==> src/tnoc_pkg.sv <==
package tnoc_pkg;

  // ---------------------------------------------------------------------------
  // register map (printed offsets are not word multiples: index, byte = 4*index)
  // ---------------------------------------------------------------------------
  localparam logic [7:0]  IDX_NVM_CTRL   = 8'h33;
  localparam logic [7:0]  IDX_IF_OPT     = 8'h34;
  localparam logic [7:0]  IDX_OFFSET_COMP_CONTROL   = 8'h36;
  localparam logic [7:0]  IDX_OFC_SET    = 8'h37;
  localparam logic [7:0]  IDX_OFF_X      = 8'h38;
  localparam logic [7:0]  IDX_OFF_Y      = 8'h39;
  localparam logic [7:0]  IDX_OFF_Z      = 8'h3A;
  localparam logic [7:0]  IDX_NVM_CFG    = 8'h3D;  // nvm timing config, free slot

  // ---------------------------------------------------------------------------
  // field positions
  // ---------------------------------------------------------------------------
  localparam int NVM_UNLOCK_BIT  = 0;
  localparam int NVM_PROG_BIT    = 1;
  localparam int NVM_RDY_BIT     = 2;
  localparam int NVM_LOAD_BIT    = 3;
  localparam int NVM_REMAIN_LSB  = 4;
  localparam int THREE_WIRE_BIT  = 0;
  localparam int WDT_SEL_BIT     = 1;
  localparam int WDT_EN_BIT      = 2;
  localparam int SLOW_EN_MSB     = 2;
  localparam int CAL_RDY_BIT     = 4;
  localparam int CAL_TRIG_LSB    = 5;
  localparam int OFF_CLEAR_BIT   = 7;

  // ---------------------------------------------------------------------------
  // reset values and masks
  // ---------------------------------------------------------------------------
  localparam logic [7:0]  IF_OPT_MASK     = 8'h07;
  localparam logic [7:0]  OFC_SET_MASK    = 8'h7F;
  localparam logic [3:0]  NVM_REMAIN_RST  = 4'hF;
  localparam logic [7:0]  CFG_RST         = 8'h00;
  localparam logic [31:0] NVM_BUSY_CYC    = 32'h0000_0040;
  localparam logic [31:0] CAL_BUSY_CYC    = 32'h0000_0040;

  // ---------------------------------------------------------------------------
  // watchdog timing at 200 MHz
  // ---------------------------------------------------------------------------
  localparam int CLK_MHZ      = 200;
  localparam int WDT_SHORT_MS = 1;
  localparam int WDT_LONG_MS  = 50;
  localparam int WDT_SHORT_CYC = WDT_SHORT_MS * CLK_MHZ * 1000;
  localparam int WDT_LONG_CYC  = WDT_LONG_MS * CLK_MHZ * 1000;

  // ---------------------------------------------------------------------------
  // types
  // ---------------------------------------------------------------------------
  typedef enum logic [1:0] {ST_IDLE, ST_LOAD, ST_PROG} tnoc_nvm_st_type;

  typedef struct packed {
    logic [31:0] paddr;
    logic        psel;
    logic        penable;
    logic        pwrite;
    logic [31:0] pwdata;
  } tnoc_apb_req_type;

  typedef struct packed {
    logic        pready;
    logic [31:0] prdata;
    logic        pslverr;
  } tnoc_apb_rsp_type;

  typedef struct packed {
    logic [7:0] offset_x;
    logic [7:0] offset_y;
    logic [7:0] offset_z;
    logic [2:0] slow_en;
    logic [6:0] offset_comp_setting;
    logic [2:0] if_opt;
  } tnoc_cfg_type;

endpackage : tnoc_pkg

==> src/tnoc_regs.sv <==
// Local design decision: the APB interface to the registers.
`timescale 1ns/1ps
module tnoc_regs (
  input  wire logic                       clk_i,
  input  wire logic                       nrst_i,
  input  wire tnoc_pkg::tnoc_apb_req_type apb_i,
  output tnoc_pkg::tnoc_apb_rsp_type      apb_o,
  input  wire logic                       two_wire_mode_i,
  input  wire logic                       serial_data_in_pin_i,
  input  wire tnoc_pkg::tnoc_cfg_type     nvm_image_i,
  input  wire logic [7:0]                 fast_result_i,
  input  wire logic [11:0]                accel_x_i,
  input  wire logic [11:0]                accel_y_i,
  input  wire logic [11:0]                accel_z_i,
  output tnoc_pkg::tnoc_cfg_type          cfg_o,
  output logic                            nvm_prog_pulse_o,
  output logic [1:0]                      fast_axis_o,
  output logic                            watchdog_expire_o,
  output logic [11:0]                     corr_x_o,
  output logic [11:0]                     corr_y_o,
  output logic [11:0]                     corr_z_o
);
  import tnoc_pkg::*;

  // ---------------------------------------------------------------------------
  // state
  // ---------------------------------------------------------------------------
  typedef struct packed {
    tnoc_apb_rsp_type rsp;
    tnoc_cfg_type     cfg;
    tnoc_nvm_st_type  nvm_st;
    logic [31:0]      nvm_cnt;
    logic             nvm_unlock;
    logic [3:0]       nvm_remain;
    logic             prog_pulse;
    logic [1:0]       cal_axis;
    logic [1:0]       cal_out;
    logic [31:0]      cal_cnt;
    logic [31:0]      wdt_cnt;
    logic             wdt_last;
    logic             wdt_exp;
    logic [11:0]      cx;
    logic [11:0]      cy;
    logic [11:0]      cz;
  } tnoc_state_type;

  tnoc_state_type s_reg;
  tnoc_state_type s_next;
  logic [7:0]     idx;
  logic           wr_acc;
  logic           rd_acc;
  logic [7:0]     wd;
  logic           nvm_rdy;
  logic           cal_rdy;
  logic [31:0]    wdt_limit;
  logic           take_wr;

  assign idx     = apb_i.paddr[9:2];
  assign wd      = apb_i.pwdata[7:0];
  assign wr_acc  = apb_i.psel && apb_i.penable && apb_i.pwrite;
  assign rd_acc  = apb_i.psel && apb_i.penable && !apb_i.pwrite;
  assign nvm_rdy = (s_reg.nvm_st == ST_IDLE);
  assign cal_rdy = (s_reg.cal_axis == 2'b00);
  assign take_wr = wr_acc && !s_reg.rsp.pready;                // write commits at this edge
  assign wdt_limit = s_reg.cfg.if_opt[WDT_SEL_BIT] ? 32'(WDT_LONG_CYC)
                                                   : 32'(WDT_SHORT_CYC);

  // ---------------------------------------------------------------------------
  // next-state logic
  // ---------------------------------------------------------------------------
  always_comb begin
    s_next = s_reg;
    s_next.prog_pulse = 1'b0;
    s_next.cal_out    = 2'b00;
    s_next.rsp.pready  = 1'b0;
    s_next.rsp.pslverr = 1'b0;
    s_next.rsp.prdata  = 32'h0000_0000;
    // nvm controller busy timing
    unique case (s_reg.nvm_st)
      ST_IDLE: ;
      ST_LOAD, ST_PROG: begin
        if (s_reg.nvm_cnt == 32'h0000_0000) begin
          s_next.nvm_st = ST_IDLE;
          if (s_reg.nvm_st == ST_LOAD) s_next.cfg = nvm_image_i;
        end else begin
          s_next.nvm_cnt = s_reg.nvm_cnt - 32'h0000_0001;
        end
      end
      default: s_next.nvm_st = ST_IDLE;                       // unused code recovers
    endcase
    // fast compensation runtime, result written into the axis offset
    if (!cal_rdy) begin
      if (s_reg.cal_cnt == 32'h0000_0000) begin
        unique case (s_reg.cal_axis)
          2'b01: s_next.cfg.offset_x = fast_result_i;
          2'b10: s_next.cfg.offset_y = fast_result_i;
          default: s_next.cfg.offset_z = fast_result_i;
        endcase
        s_next.cal_axis = 2'b00;
      end else begin
        s_next.cal_cnt = s_reg.cal_cnt - 32'h0000_0001;
      end
    end
    // apb access, one wait state: answer in the cycle after access starts
    if ((wr_acc || rd_acc) && !s_reg.rsp.pready) begin
      s_next.rsp.pready = 1'b1;
      unique case (idx)
        IDX_NVM_CTRL: begin
          s_next.rsp.prdata[7:0] = {s_reg.nvm_remain, 1'b0, nvm_rdy, 1'b0,
                                    s_reg.nvm_unlock};
          if (wr_acc) begin
            s_next.nvm_unlock = wd[NVM_UNLOCK_BIT];
            if (nvm_rdy && wd[NVM_LOAD_BIT]) begin
              s_next.nvm_st  = ST_LOAD;
              s_next.nvm_cnt = NVM_BUSY_CYC;
            end else if (nvm_rdy && wd[NVM_PROG_BIT] && s_reg.nvm_unlock &&
                         s_reg.nvm_remain != 4'h0) begin
              s_next.nvm_st     = ST_PROG;
              s_next.nvm_cnt    = NVM_BUSY_CYC;
              s_next.prog_pulse = 1'b1;
              s_next.nvm_remain = s_reg.nvm_remain - 4'h1;
            end
          end
        end
        IDX_IF_OPT: begin
          s_next.rsp.prdata[7:0] = {5'h00, s_reg.cfg.if_opt};
          if (wr_acc) s_next.cfg.if_opt = wd[2:0];
        end
        IDX_OFFSET_COMP_CONTROL: begin
          s_next.rsp.prdata[7:0] = {3'h0, cal_rdy, 1'b0, s_reg.cfg.slow_en};
          if (wr_acc) begin
            s_next.cfg.slow_en = wd[SLOW_EN_MSB:0];
            if (wd[OFF_CLEAR_BIT]) begin
              s_next.cfg.offset_x = 8'h00;
              s_next.cfg.offset_y = 8'h00;
              s_next.cfg.offset_z = 8'h00;
            end
            if (cal_rdy && wd[CAL_TRIG_LSB+:2] != 2'b00) begin
              s_next.cal_axis = wd[CAL_TRIG_LSB+:2];
              s_next.cal_out  = wd[CAL_TRIG_LSB+:2];
              s_next.cal_cnt  = CAL_BUSY_CYC;
            end
          end
        end
        IDX_OFC_SET: begin
          s_next.rsp.prdata[7:0] = {1'b0, s_reg.cfg.offset_comp_setting};
          if (wr_acc) s_next.cfg.offset_comp_setting = wd[6:0];
        end
        IDX_OFF_X: begin
          s_next.rsp.prdata[7:0] = s_reg.cfg.offset_x;
          if (wr_acc) s_next.cfg.offset_x = wd;
        end
        IDX_OFF_Y: begin
          s_next.rsp.prdata[7:0] = s_reg.cfg.offset_y;
          if (wr_acc) s_next.cfg.offset_y = wd;
        end
        IDX_OFF_Z: begin
          s_next.rsp.prdata[7:0] = s_reg.cfg.offset_z;
          if (wr_acc) s_next.cfg.offset_z = wd;
        end
        default: s_next.rsp.pslverr = 1'b1;                    // unmapped
      endcase
    end
    // two-wire watchdog: expires when data pin holds still too long
    s_next.wdt_last = serial_data_in_pin_i;
    s_next.wdt_exp  = 1'b0;
    if (!(two_wire_mode_i && s_reg.cfg.if_opt[WDT_EN_BIT]) ||
        serial_data_in_pin_i != s_reg.wdt_last) begin
      s_next.wdt_cnt = 32'h0000_0000;
    end else if (s_reg.wdt_cnt >= wdt_limit - 32'h0000_0001) begin
      s_next.wdt_exp = 1'b1;
      s_next.wdt_cnt = 32'h0000_0000;
    end else begin
      s_next.wdt_cnt = s_reg.wdt_cnt + 32'h0000_0001;
    end
    // offset subtraction, offset sign-extended to the 12-bit data width at the same lsb weight
    s_next.cx = accel_x_i - {{4{s_reg.cfg.offset_x[7]}}, s_reg.cfg.offset_x};
    s_next.cy = accel_y_i - {{4{s_reg.cfg.offset_y[7]}}, s_reg.cfg.offset_y};
    s_next.cz = accel_z_i - {{4{s_reg.cfg.offset_z[7]}}, s_reg.cfg.offset_z};
  end

  // ---------------------------------------------------------------------------
  // state register
  // ---------------------------------------------------------------------------
  always_ff @(posedge clk_i or negedge nrst_i) begin
    if (!nrst_i) begin
      s_reg            <= '0;
      s_reg.nvm_remain <= NVM_REMAIN_RST;
      s_reg.nvm_st     <= ST_IDLE;
    end else begin
      s_reg <= s_next;
    end
  end

  assign apb_o             = s_reg.rsp;
  assign cfg_o             = s_reg.cfg;
  assign nvm_prog_pulse_o  = s_reg.prog_pulse;
  assign fast_axis_o       = s_reg.cal_out;
  assign watchdog_expire_o = s_reg.wdt_exp;
  assign corr_x_o          = s_reg.cx;
  assign corr_y_o          = s_reg.cy;
  assign corr_z_o          = s_reg.cz;

  // ---------------------------------------------------------------------------
  // checks
  // ---------------------------------------------------------------------------
  chk_nvm_prog_decr: assert property (@(posedge clk_i) disable iff (!nrst_i)
    s_reg.prog_pulse |-> s_reg.nvm_remain == $past(s_reg.nvm_remain) - 4'h1)
    else $error("remain count not decremented");
  chk_prog_needs_unlock: assert property (@(posedge clk_i) disable iff (!nrst_i)
    s_reg.prog_pulse |-> $past(s_reg.nvm_unlock) && $past(s_reg.nvm_remain) != 4'h0)
    else $error("nvm write accepted while locked or exhausted");
  chk_nvm_busy_low: assert property (@(posedge clk_i) disable iff (!nrst_i)
    s_reg.prog_pulse |-> !nvm_rdy [*8])
    else $error("nvm ready high during write");
  chk_offset_clear: assert property (@(posedge clk_i) disable iff (!nrst_i)
    (wr_acc && !s_reg.rsp.pready && idx == IDX_OFFSET_COMP_CONTROL && wd[OFF_CLEAR_BIT] && cal_rdy)
    |=> s_reg.cfg.offset_x == 8'h00 && s_reg.cfg.offset_y == 8'h00 && s_reg.cfg.offset_z == 8'h00)
    else $error("offset clear failed");
  chk_cal_start: assert property (@(posedge clk_i) disable iff (!nrst_i)
    fast_axis_o != 2'b00 |-> !cal_rdy ##1 !cal_rdy)
    else $error("fast ready high while running");
  chk_trig_pulse: assert property (@(posedge clk_i) disable iff (!nrst_i)
    s_reg.prog_pulse |=> !s_reg.prog_pulse)
    else $error("trigger longer than one cycle");
  chk_wdt_off: assert property (@(posedge clk_i) disable iff (!nrst_i)
    !s_reg.cfg.if_opt[WDT_EN_BIT] |=> !watchdog_expire_o)
    else $error("watchdog fired while disabled");
  chk_apb_answer: assert property (@(posedge clk_i) disable iff (!nrst_i)
    (rd_acc && idx == IDX_IF_OPT && !s_reg.rsp.pready) |=> apb_o.prdata[7:3] == 5'h00)
    else $error("reserved bits read nonzero");

  // ---------------------------------------------------------------------------
  // nvm controller checks
  // ---------------------------------------------------------------------------
  // remain count only moves on an accepted write
  chk_remain_hold: assert property (@(posedge clk_i) disable iff (!nrst_i)
    !s_reg.prog_pulse |-> s_reg.nvm_remain == $past(s_reg.nvm_remain))
    else $error("remain count moved without a write");
  // a locked control word never starts programming
  chk_prog_locked: assert property (@(posedge clk_i) disable iff (!nrst_i)
    (take_wr && idx == IDX_NVM_CTRL && !s_reg.nvm_unlock) |=> !s_reg.prog_pulse)
    else $error("nvm write started while locked");
  // reload bit clear: no reload starts
  chk_load_zero: assert property (@(posedge clk_i) disable iff (!nrst_i)
    (take_wr && idx == IDX_NVM_CTRL && nvm_rdy && !wd[NVM_LOAD_BIT]) |=> s_reg.nvm_st != ST_LOAD)
    else $error("reload started without its bit");
  // reload completion copies the whole image unless a write or a fast compensation result lands
  chk_load_copy: assert property (@(posedge clk_i) disable iff (!nrst_i)
    (s_reg.nvm_st == ST_LOAD && s_reg.nvm_cnt == 32'h0000_0000 && cal_rdy && !take_wr)
    |=> s_reg.cfg == $past(nvm_image_i))
    else $error("reload did not copy the image");
  // ---------------------------------------------------------------------------
  // compensation and interface checks
  // ---------------------------------------------------------------------------
  // written trigger code shows as the axis pulse
  chk_cal_axis: assert property (@(posedge clk_i) disable iff (!nrst_i)
    (take_wr && idx == IDX_OFFSET_COMP_CONTROL && cal_rdy) |=> fast_axis_o == $past(wd[CAL_TRIG_LSB+:2]))
    else $error("fast trigger axis wrong");
  // ready returns when the runtime counter ends
  chk_cal_finish: assert property (@(posedge clk_i) disable iff (!nrst_i)
    (!cal_rdy && s_reg.cal_cnt == 32'h0000_0000) |=> cal_rdy)
    else $error("fast ready did not return");
  // slow enables follow the written bits
  chk_slow_write: assert property (@(posedge clk_i) disable iff (!nrst_i)
    (take_wr && idx == IDX_OFFSET_COMP_CONTROL) |=> s_reg.cfg.slow_en == $past(wd[SLOW_EN_MSB:0]))
    else $error("slow enables not written");
  // interface options follow the written bits
  chk_if_write: assert property (@(posedge clk_i) disable iff (!nrst_i)
    (take_wr && idx == IDX_IF_OPT) |=> s_reg.cfg.if_opt == $past(wd[2:0]))
    else $error("interface options not written");
  // ---------------------------------------------------------------------------
  // watchdog checks
  // ---------------------------------------------------------------------------
  // counter held clear while watchdog is off
  chk_wdt_idle: assert property (@(posedge clk_i) disable iff (!nrst_i)
    !(two_wire_mode_i && s_reg.cfg.if_opt[WDT_EN_BIT]) |=> s_reg.wdt_cnt == 32'h0000_0000)
    else $error("watchdog counted while off");
  // stable pin advances the counter by one
  chk_wdt_count: assert property (@(posedge clk_i) disable iff (!nrst_i)
    (two_wire_mode_i && s_reg.cfg.if_opt[WDT_EN_BIT] &&
     serial_data_in_pin_i == s_reg.wdt_last && s_reg.wdt_cnt < wdt_limit - 32'h0000_0001)
    |=> s_reg.wdt_cnt == $past(s_reg.wdt_cnt) + 32'h0000_0001)
    else $error("watchdog count did not advance");

  cov_prog: cover property (@(posedge clk_i) disable iff (!nrst_i) s_reg.prog_pulse);
  cov_load: cover property (@(posedge clk_i) disable iff (!nrst_i) s_reg.nvm_st == ST_LOAD);
  cov_cal:  cover property (@(posedge clk_i) disable iff (!nrst_i) fast_axis_o == 2'b11);
  cov_wdt:  cover property (@(posedge clk_i) disable iff (!nrst_i) watchdog_expire_o);
  cov_clear: cover property (@(posedge clk_i) disable iff (!nrst_i)
    take_wr && idx == IDX_OFFSET_COMP_CONTROL && wd[OFF_CLEAR_BIT]);

endmodule : tnoc_regs

==> config.mk <==
export PLATFORM = sky130hd
export DESIGN_NAME = tnoc_regs
export DESIGN_NICKNAME = d
export VERILOG_FILES = /design/src/tnoc_pkg.sv /design/src/tnoc_regs.sv
export SDC_FILE = /design/constraint.sdc
export NUM_CORES = 1
export LEC_CHECK = 0
export ABC_AREA = 1
export BUFFER_PORTS_ARGS = -buffer_cell sky130_fd_sc_hd__buf_2
export CELL_PAD_IN_SITES_DETAIL_PLACEMENT = 0
export CELL_PAD_IN_SITES_GLOBAL_PLACEMENT = 2
export CORE_UTILIZATION = 29
export DETAILED_ROUTE_END_ITERATION = 12
export GPL_TIMING_DRIVEN = 1
export PLACE_DENSITY = 0.83
export SLEW_MARGIN = 20
export SYNTH_ARGS = -nofsm -noshare
export SYNTH_HDL_FRONTEND = slang
export SYNTH_SLANG_ARGS = --single-unit
==> constraint.sdc <==
create_clock -name clk_i -period 2.65 [get_ports clk_i]
set_input_delay 0.1325 -clock clk_i [delete_from_list [all_inputs] [get_ports clk_i]]
set_output_delay 0.1325 -clock clk_i [all_outputs]
set_load 0.01 [all_outputs]
-- Word-level counts from Yosys, hierarchy flattened
Cells that the tools add are included.
- register bits after elaboration: 193
- input port bits: 152
- output and inout port bits: 111
- logic and storage cells: 118
- $add $sub $neg: 8
- order comparisons: 1
- eq/ne operators: 12
- multiplexer cells: 47
- bitwise logic cells: 1
- reductions and logical operators: 26
- operators with widths (cell ; count):
    $mux W32 ; 6
    $mux W122 ; 1
    $mux W36 ; 3
    $mux W24 ; 4
    $mux W40 ; 2
    $mux W39 ; 2
    $mux W37 ; 2
    $mux W34 ; 2
    $logic_not A32 Y1 ; 2
    $sub A32 B1 Y32 const B ; 2
    $eq A8 B6 Y1 const B ; 7
    $pmux W8 S7 ; 1
    $mux W8 ; 6
    $pmux W8 S2 ; 3
    $sub A12 B12 Y12 ; 3
    $add A32 B1 Y32 const B ; 1
    $ge A32 B32 Y1 ; 1
    $mux W27 ; 1
    $sub A24 B1 Y25 const B ; 1
    $mux W7 ; 2
    $logic_and A1 B1 Y1 ; 10
    $mux W5 ; 2
    $mux W3 ; 3
    $reduce_or A7 Y1 ; 1
    16 further kinds ; 27

-- Longest topological paths before layout
Gate-level depths: netlist of the first run.
- depth after elaboration: 12
- gate-level depth with buffers: 14
- gate-level depth less buffers: 14

-- Worst setup path after synthesis of the first run
Ideal clock, no wire load.
- kind: register to register
- from: reg s_reg[144] (netlist bit)
- to: reg s_reg (netlist bit cfg_o[28])
- setup time: 0.118 ns
- arrival time: 1.817 ns
- data required time: 2.532 ns
- path slack: 0.716 ns
- cell stages (with the launch flop): 12
- buffers on the path: 2
- period minus slack after synthesis: 1.934 ns
- cell sequence: dfrtp_1 > inv_1 > ha_1 > clkbuf_1 > clkinv_1 > nor2_4 > nand2_2 > buf_6 > nand2_1 > nand2_1 > a21oi_2 > nor2_2
- RTL lines (item ; line ; RTL):
    start, declared ; tnoc_regs.sv:47 ; tnoc_state_type s_reg;
    start signal, assigned ; tnoc_regs.sv:191 ; s_reg <= s_next;

==> results.txt, run 1 <==
status -> finished clean
slowest CP cell -> dfrtp_1
syn_area_per_cell -> 7.883 sq um
slowest stage delay, CP -> 0.38 ns
total negative slack -> 0 ns
vias after detailed routing -> 11440
largest area contributor in the netlist -> dfrtp_1
initial antenna violation count -> 1
Pins Over Slew Limit -> 0
Worst Path Required -> 3.01 ns
asr flop ratio synth -> 1.000
Worst-Margin Slew -> 0.7475 ns
Die X -> 215.2 um
register area share after synthesis -> 0.3666
DR iter-0 viols -> 670
global route overflow -> 0
CP bufs+invs -> 4
max cap viols -> 0
Arr. time, crit path -> 2.63 ns
Max Fclk -> 441.3 MHz
gr usage total -> 0.1775
CP Capture Type -> flip-flop
maximum number of pins on one net before global-route repair -> 66
Routed Antenna Nets -> 0
Cells after Synth -> 1673
post-synthesis cell area -> 13190 sq um
clock buffer depth -> 2
worst setup path class -> flip-flop to flip-flop
Total Wirelength -> 40230 um
wire per inst -> 16.35 um
row cnt -> 77
Design Area, Final -> 15320 sq um
crit-path cells -> inv_1, ha_1, inv_1, nor3_1, nand3_1, nor3_2, nand3_2, buf_4, o21ai_0, inv_1, o21ai_1, nand2_1
Pwr Total -> 6579 uW
cell family with most CP delay -> buffers and inverters
Post-synth EDFFs -> 0
VDD IR max -> 0.4531 mV
core area -> 44510 sq um
worst hold path type -> input pin to flip-flop
io pins -> 263
DP Area -> 14290 sq um
max reg flops -> 106
gpl congestion -> 0.8609
CTS Buf Count -> 17
drt pass-1 iters -> 5
HPWL Detailed -> 32180 um
Die ar. -> 46330 sq um
first-pass GRT wire length -> 63960 um
RSZ-0062 raised after global routing -> false
final clock skew -> 0.01393 ns
Area Growth Syn to Fin -> 16.20%
startpoint types -> flip-flop
CP most frequent cell -> inv_1
htree depth -> 4
CTS tree -> yes
number of distinct library cells after synthesis -> 59
Area contributors post-synth -> dfrtp_1 (36%), nand2_1 (8.7%), buf_4 (6.4%)
Top FF cell, synth -> dfrtp_1
Critical Path Fanout Max -> 37
clock transition at the registers of the reported paths -> 0.08 ns
crit path time final -> 2.266 ns
period utilization -> 0.8551
Die Ht -> 215.2 um
most frequent cells in the layout -> nand2_1 (305), nor2_1 (215), dfrtp_1 (189), buf_2 (189), inv_1 (172)
via/cell ratio -> 4.651
commonest non-fill, non-tap cell in the layout -> nand2_1
pwr/cell area -> 429.3 nW/um^2
final-report setup violation count -> 0
final hold vios -> 0
fraction of layout cells with a size suffix above 1 -> 0.2153
Root Driver -> clkbuf_16
final net count -> 2064
Leak Pwr -> 0.007279 uW
Yosys reg bits -> 193
Starting Density -> 0.2963
vias in the first global route -> 11320
Syn. warnings -> 0
relative slew slack -> 0.4999
latest clock arrival within the worst-skew pair -> 0.47 ns
IO buf count -> 190
share of the synthesized area in the top cell type -> 0.3586
residual DRC count -> 0
CTS Sinks -> 193
-- report_power, final --
part / total, uW / internal [uW] / switching (uW)
Combinational: 685 / 280 / 405
Clock: 2800 / 1560 / 1240
Sequential: 3090 / 3040 / 57.7
-- cell families (layout without fill, tap and decap cells) --
family / Yosys count / after routing / synth area share
AND/OR/NAND/NOR: 812 / 812 / 0.3000
buffers and inverters: 321 / 485 / 0.1287
AO/OA/AOI/OAI: 202 / 202 / 0.09051
flip-flops: 193 / 193 / 0.3666
XOR/XNOR: 86 / 86 / 0.05712
adder cells (fa/ha/maj): 58 / 58 / 0.05674
other: 1 / 32 / 0.0002844
-- repair_timing --
item	CTS	global route
endpoints found under the hold margin	92	0
hold buffers	41	0
setup buffers	0	0
resized for setup	0	0
-- path summary, 6_finish.rpt --
kind,cells past startpoint,startpoint,end,slack [ns]
setup / recovery,12,s_reg[112],cfg_o[5],0.38
hold / removal,5,nvm_image_i[24],cfg_o[24],0.02
setup reg to reg,12,s_reg[112],cfg_o[5],0.38
hold reg to reg,1,s_reg[70],s_reg[70],0.47
max in group asynchronous,3,nrst_i,s_reg[107],1.65
min in group asynchronous,2,nrst_i,cfg_o[24],0.22
-- cell type report --
type	count	area, sq um
antenna	1	2.502
tap	592	740.7
timing repair buffer	261	1620
sequential	193	4835
clock inverter	12	155.1
fill	4754	29190
clock buffer	20	466.7
multi-input combinational	1189	6768
inverter	192	735.7
-- worst register-to-register path, delay by kind of cell (launching register included) --
kind,cells,cell delay [ns]
buffers and inverters,4,0.60
AOI/OAI and AO/OA,2,0.36
and+or+nand+nor,5,0.60
adders and majority gates,1,0.21
DFF,1,0.38
-- through the flow --
| stage | util | setup WS, ns | hold WS (ns) | std cells |
|---|---|---|---|---|
| 5_1_grt | 0.3442 | 0.1633 | 0.03074 | 2459 |
| 3_3_place_gp | 0.3210 | 0.4278 | 0.1838 | 2386 |
| 2_1_floorplan | - | 0.7157 | -0.1631 | 1703 |
| 4_1_cts | 0.3442 | 0.3632 | 0.001085 | 2459 |
| 3_5_place_dp | 0.3210 | 0.3881 | 0.1731 | 2386 |
| 6_report | 0.3443 | 0.3840 | 0.01689 | 2460 |
-- routing by layer --
metal  wire [um]  global-route usage
met5           0                   0
met1       18720              0.2366
met2       19360              0.2958
met4         726             0.05366
met3        1419             0.02576
-- cell usage after synthesis, types with 3 or more instances --
master    number
a211oi_1       3
a21oi_1       81
a21oi_2        4
a22oi_1        4
a31oi_1        5
buf_2          3
buf_4        113
buf_6          4
clkbuf_1       7
clkinv_1       3
dfrtp_1      189
dfstp_2        4
fa_1           3
ha_1          55
inv_1        172
inv_2         14
inv_6          3
nand2_1      305
nand2_2       29
nand2_4        4
nand3_1      100
nand3_2       26
nand3b_1       6
nand4_1       42
nor2_1       215
nor2_2        27
nor2_4        12
nor2_8         5
nor3_1        18
nor3_2         7
nor4_1         7
o211ai_1       3
o211ai_2       4
o21a_1         5
o21ai_0       36
o21ai_1       17
o21ai_2        6
o21bai_1       4
o22ai_1       16
o31ai_1        5
xnor2_1       27
xor2_1        59
(Power assumes the default switching activity.)
==> run 2: changes to the inputs <==
--- a/config.mk
+++ b/config.mk
@@ -6,13 +6,13 @@
 export NUM_CORES = 1
 export LEC_CHECK = 0
 export ABC_AREA = 1
-export BUFFER_PORTS_ARGS = -buffer_cell sky130_fd_sc_hd__buf_2
 export CELL_PAD_IN_SITES_DETAIL_PLACEMENT = 0
 export CELL_PAD_IN_SITES_GLOBAL_PLACEMENT = 2
 export CORE_UTILIZATION = 29
 export DETAILED_ROUTE_END_ITERATION = 12
+export DONT_BUFFER_PORTS = 1
 export GPL_TIMING_DRIVEN = 1
-export PLACE_DENSITY = 0.83
+export PLACE_DENSITY = 0.74
 export SLEW_MARGIN = 20
 export SYNTH_ARGS = -nofsm -noshare
 export SYNTH_HDL_FRONTEND = slang
==> results.txt, run 2 (same netlist as run 1, synthesis figures left out) <==
Fin Hold WS -> -0.6509 ns (-0.6678 ns)
HPWL Detailed -> 31760 um (-1.3%)
Area Growth Syn to Fin -> 11.62%
worst hold path type -> input pin to asynchronous set/reset pin
R2R setup slack -> 0.23 ns (-0.16 ns)
via/cell ratio -> 4.684 (+0.70%)
relative slew slack -> 0.4818 (-0.01808)
Pins Over Slew Limit -> 0 (unchanged)
core area -> 44510 sq um (unchanged)
initial antenna violation count -> 5 (+4)
maximum number of pins on one net before global-route repair -> 194 (+190%)
most frequent cells in the layout -> nand2_1 (305), nor2_1 (214), dfrtp_1 (189), inv_1 (171), nand3_1 (100)
status -> finished, violations left
cell family with most CP delay -> buffers and inverters
fraction of layout cells with a size suffix above 1 -> 0.1191 (-0.09620)
max reg flops -> 106 (unchanged)
wire per inst -> 17.82 um (+9.0%)
latest clock arrival within the worst-skew pair -> 0.47 ns (about the same)
CP Capture Type -> flip-flop
Leak Pwr -> 0.006667 uW (-8.4%)
IO buf count -> 0 (-100%)
clock transition at the registers of the reported paths -> 0.08 ns (about the same)
VDD IR max -> 0.4257 mV (-6.1%)
CP bufs+invs -> 4 (unchanged)
Die X -> 215.2 um (unchanged)
Worst-Margin Slew -> 0.7745 ns (+0.02701 ns)
Filler cells -> 4797 (+0.90%)
crit path time final -> 2.421 ns (+0.1551 ns)
gpl congestion -> 0.8554 (-0.64%)
Place WS -> 0.3378 ns (-0.05029 ns)
final hold vios -> 193 (+193)
Die ar. -> 46330 sq um (unchanged)
final clock skew -> 0.01461 ns (+0.0006819 ns)
pwr/cell area -> 415.6 nW/um^2 (-3.2%)
io pins -> 263 (unchanged)
startpoint types -> flip-flop
Critical Path Fanout Max -> 23 (-38%)
final net count -> 1918 (-7.1%)
CTS Sinks -> 193 (unchanged)
htree depth -> 4 (unchanged)
worst setup path class -> flip-flop to flip-flop
Max Fclk -> 413.0 MHz (-6.4%)
slowest CP cell -> dlygate4sd3_1
Final WS setup -> 0.2289 ns (-0.1551 ns)
CTS tree -> yes
period utilization -> 0.9136 (+0.05852)
RSZ-0062 raised after global routing -> false
drt pass-1 iters -> 5 (unchanged)
row cnt -> 77 (unchanged)
global route overflow -> 0 (unchanged)
residual DRC count -> 0 (unchanged)
Worst Path Required -> 3.05 ns (+0.04 ns)
commonest non-fill, non-tap cell in the layout -> nand2_1
Root Driver -> clkbuf_16
crit-path cells -> inv_2, ha_1, inv_1, nor3_1, nand3_1, nor3_2, nand3_2, inv_8, o22ai_1, o21ai_1, dlygate4sd3_1
Arr. time, crit path -> 2.82 ns (+0.19 ns)
Total Wirelength -> 41240 um (+2.5%)
final-report setup violation count -> 0 (unchanged)
Starting Density -> 0.2963 (unchanged)
vias after detailed routing -> 10840 (-5.3%)
Routed Antenna Nets -> 0 (unchanged)
CTS Buf Count -> 17 (unchanged)
max cap viols -> 0 (unchanged)
clock buffer depth -> 2 (unchanged)
vias in the first global route -> 10950 (-3.2%)
gr usage total -> 0.1804 (+0.002806)
total negative slack -> 0 ns (unchanged)
Core Util, Final -> 0.3307 (-0.01355)
first-pass GRT wire length -> 64070 um (+0.18%)
Die Ht -> 215.2 um (unchanged)
slowest stage delay, CP -> 0.57 ns (+0.19 ns)
DR iter-0 viols -> 775 (+16%)
failing checks -> negative hold slack
[run 2: path summary, 6_finish.rpt]
kind | from | end | cells after the start
worst min register to register | s_reg[38] | s_reg[38] | 1
max in group asynchronous | nrst_i | s_reg[116] | 0
min in group clk_i | apb_i[38] | apb_o[4] | 5
worst max-delay path | s_reg[112] | cfg_o[2] | 11
worst max register to register | s_reg[112] | cfg_o[2] | 11
worst min-delay path | nrst_i | corr_z_o[1] | 0
[run 2: final cells by class]
cell class / instances / area, sq um / area share
timing repair buffer: 115 / 1090 / 0.07403
antenna: 1 / 2.502 / 0.0001700
inverter: 192 / 743.2 / 0.05049
multi-input combinational: 1189 / 6782 / 0.4607
tap: 592 / 740.7 / 0.05032
clock buffer: 24 / 471.7 / 0.03204
sequential: 193 / 4835 / 0.3284
clock inverter: 8 / 56.30 / 0.003825
[run 2: routing by layer]
layer / routed length, um / vias to the layer above / global-route usage
met2: 20150 / 203 / 0.3070
met5: 54 / - / 0
li1: - / 5379 / -
met4: 662 / 8 / 0.04704
met1: 18690 / 5204 / 0.2306
met3: 1685 / 44 / 0.03737
[run 2: through the flow]
stage,power [uW],std cells,area [sq um],hold slack [ns]
finish,6118,2314,14720,-0.6509
floorplan,3567,1703,13300,-0.1631
global route,6384,2313,14720,-0.6854
detailed placement,3573,2190,13260,-0.1589
global placement,3565,2190,13260,-0.1591
CTS,6222,2311,14680,-0.6867
[run 2: power by group]
| group | leakage (uW) | internal, uW | switching [uW] |
|---|---|---|---|
| Sequential | 0.00223 | 3040 | 98.2 |
| Clock | 0.000255 | 1250 | 1230 |
| Combinational | 0.00419 | 224 | 276 |
| Total | 0.00667 | 4510 | 1600 |
[run 2: repair_timing]
item                                    CTS  global route
endpoints found under the setup margin    0             4
hold endpoints to repair                272           194
gates resized for setup                   0             9
buffers inserted                          0             2
hold buffers                             89             1
==> run 3: changes to the inputs <==
==> constraint.sdc (replaced) <==
create_clock -name clk_i -period 3.1 [get_ports clk_i]
set_input_delay 0.155 -clock clk_i [delete_from_list [all_inputs] [get_ports clk_i]]
set_output_delay 0.155 -clock clk_i [all_outputs]
set_load 0.01 [all_outputs]
==> results.txt, run 3 (same netlist as run 1, synthesis figures left out) <==
Clock power frac -> 0.439 (+0.033)
first-pass GRT wire length -> 64900 um (+1.3%)
VDD IR max -> 0.3532 mV (-17%)
crit path time final -> 2.775 ns (+0.3539 ns)
htree depth -> 4 (unchanged)
Die X -> 215.2 um (unchanged)
Flop pwr share -> 0.488 (-0.025)
pwr/cell area -> 371.7 nW/um^2 (-11%)
Worst-Margin Slew -> 0.8795 ns (+0.1051 ns)
Critical Path Fanout Max -> 23 (unchanged)
clock buffer depth -> 2 (unchanged)
fin cells -> 2314 (unchanged)
area of the multi-input gates -> 6768 sq um (-0.20%)
vias in the first global route -> 10850 (-0.94%)
DR iter-0 viols -> 687 (-11%)
Area Growth Syn to Fin -> 12.32%
CP Capture Type -> flip-flop
CP most frequent cell -> nand2_1
core area -> 44510 sq um (unchanged)
final net count -> 1918 (unchanged)
row cnt -> 77 (unchanged)
fraction of layout cells with a size suffix above 1 -> 0.1133 (-0.005811)
P_sw -> 1413 uW (-12%)
Die ar. -> 46330 sq um (unchanged)
wire per inst -> 17.81 um (about the same)
period utilization -> 0.8951 (-0.01847)
latest clock arrival within the worst-skew pair -> 0.46 ns (about the same)
Starting Density -> 0.2963 (unchanged)
area occupied by registers -> 4835 sq um (unchanged)
Die Ht -> 215.2 um (unchanged)
CTS tree -> yes
Post-CTS Hold Buffers -> 102 (+15%)
final hold vios -> 193 (unchanged)
slowest stage delay, CP -> 0.58 ns (about the same)
cell family with most CP delay -> buffers and inverters
Logic pwr share -> 0.073 (-0.009)
Total Wirelength -> 41220 um (about the same)
CTS Sinks -> 193 (unchanged)
clock transition at the registers of the reported paths -> 0.08 ns (about the same)
io pins -> 263 (unchanged)
most frequent cells in the layout -> nand2_1 (305), nor2_1 (215), dfrtp_1 (189), inv_1 (172), dlygate4sd3_1 (102)
HPWL Detailed -> 31530 um (-0.71%)
internal power -> 4092 uW (-9.4%)
global route overflow -> 0 (unchanged)
Worst Path Required -> 3.51 ns (+0.46 ns)
status -> finished, violations left
worst hold path type -> input pin to asynchronous set/reset pin
gpl congestion -> 0.8661 (+1.3%)
Routed Antenna Nets -> 0 (unchanged)
drt pass-1 iters -> 5 (unchanged)
crit-path cells -> inv_1, ha_1, buf_4, nand2_1, inv_1, nand3_2, clkinv_2, nand2_1, nand3_2, nand3_1, dlygate4sd3_1, nand2_1
IO buf count -> 0 (unchanged)
RSZ-0062 raised after global routing -> false
max reg flops -> 106 (unchanged)
Filler cells -> 4752 (-0.94%)
Max Fclk -> 360.4 MHz (-13%)
slowest CP cell -> dlygate4sd3_1
via/cell ratio -> 4.682 (about the same)
worst setup path class -> flip-flop to flip-flop
residual DRC count -> 0 (unchanged)
relative slew slack -> 0.4115 (-0.07029)
startpoint types -> flip-flop
CTS Buf Count -> 17 (unchanged)
total negative slack -> 0 ns (unchanged)
initial antenna violation count -> 3 (-2)
CP bufs+invs -> 5 (+1)
maximum number of pins on one net before global-route repair -> 194 (unchanged)
Leak Pwr -> 0.006775 uW (+1.6%)
DP Cell Count -> 2179 (-0.50%)
sw frac -> 0.2567 (-0.005382)
Fin Hold WS -> -0.6164 ns (+0.03448 ns)
final clock skew -> 0.01384 ns (-0.0007687 ns)
Root Driver -> clkbuf_16
max cap viols -> 0 (unchanged)
commonest non-fill, non-tap cell in the layout -> nand2_1
gr usage total -> 0.1815 (+0.001150)
Pins Over Slew Limit -> 0 (unchanged)
Arr. time, crit path -> 3.18 ns (+0.36 ns)
vias after detailed routing -> 10840 (-0.028%)
failing checks -> negative hold slack
final-report setup violation count -> 0 (unchanged)
[run 3: cell count changes in the layout (fill, tap and decap cells not counted), sizes merged]
cell         before  now
dlygate4sd3      89  102
buf              26   13
clkinvlp          2    0
clkbuf           24   19
bufinv            0    3
clkinv            8   12
[run 3: stage by stage]
step | util | area, sq um | total power (uW) | setup slack, ns | hold slack (ns)
CTS | 0.3327 | 14810 | 5585 | 0.2257 | -0.6522
global route | 0.3327 | 14810 | 5715 | 0.09265 | -0.6480
finish | 0.3328 | 14810 | 5505 | 0.3251 | -0.6164
floorplan | - | 13300 | 3049 | 1.166 | -0.1406
detailed placement | 0.2960 | 13180 | 3048 | 0.6387 | -0.1365
global placement | 0.2960 | 13180 | 3039 | 0.6409 | -0.1364
[run 3: final cells by class]
cell class,instances,share of cell area
Sequential cell,193,0.3264
Tap cell,592,0.05000
Timing Repair Buffer,115,0.07551
Multi-Input combinational cell,1189,0.4569
Inverter,192,0.04975
Clock buffer,19,0.03058
Antenna cell,1,0.0001689
Clock inverter,13,0.01073
[run 3: path summary, 6_finish.rpt]
| path | slack (ns) | from | endpoint | cells after the start |
|---|---|---|---|---|
| min reg2reg | 0.46 | s_reg[38] | s_reg[38] | 1 |
| max in group asynchronous | 3.30 | nrst_i | s_reg[109] | 0 |
| min | -0.62 | nrst_i | corr_x_o[5] | 0 |
| max | 0.33 | s_reg[144] | cfg_o[24] | 12 |
| min in group clk_i | 0.03 | apb_i[37] | apb_o[7] | 3 |
| max reg2reg | 0.33 | s_reg[144] | cfg_o[24] | 12 |
[run 3: power groups by stage]
stage	registers, uW	clock network, uW	logic, uW
after global routing	2690	2570	448
after detailed placement	2740	0	311
final	2690	2420	403
after CTS	2690	2490	403
after floorplan	2680	0	367
after global placement	2730	0	305
[run 3: layer usage]
metal / share of wire / track usage
met1: 0.45 / 0.2353
met2: 0.49 / 0.3037
met3: 0.042 / 0.03496
met4: 0.018 / 0.05508
met5: 0.00061 / 0
[run 3: what timing repair did]
item / in CTS / in global routing
setup buffers: 0 / 0
gates resized for setup: 0 / 1
endpoints found under the setup margin: 0 / 2
endpoints found under the hold margin: 267 / 193
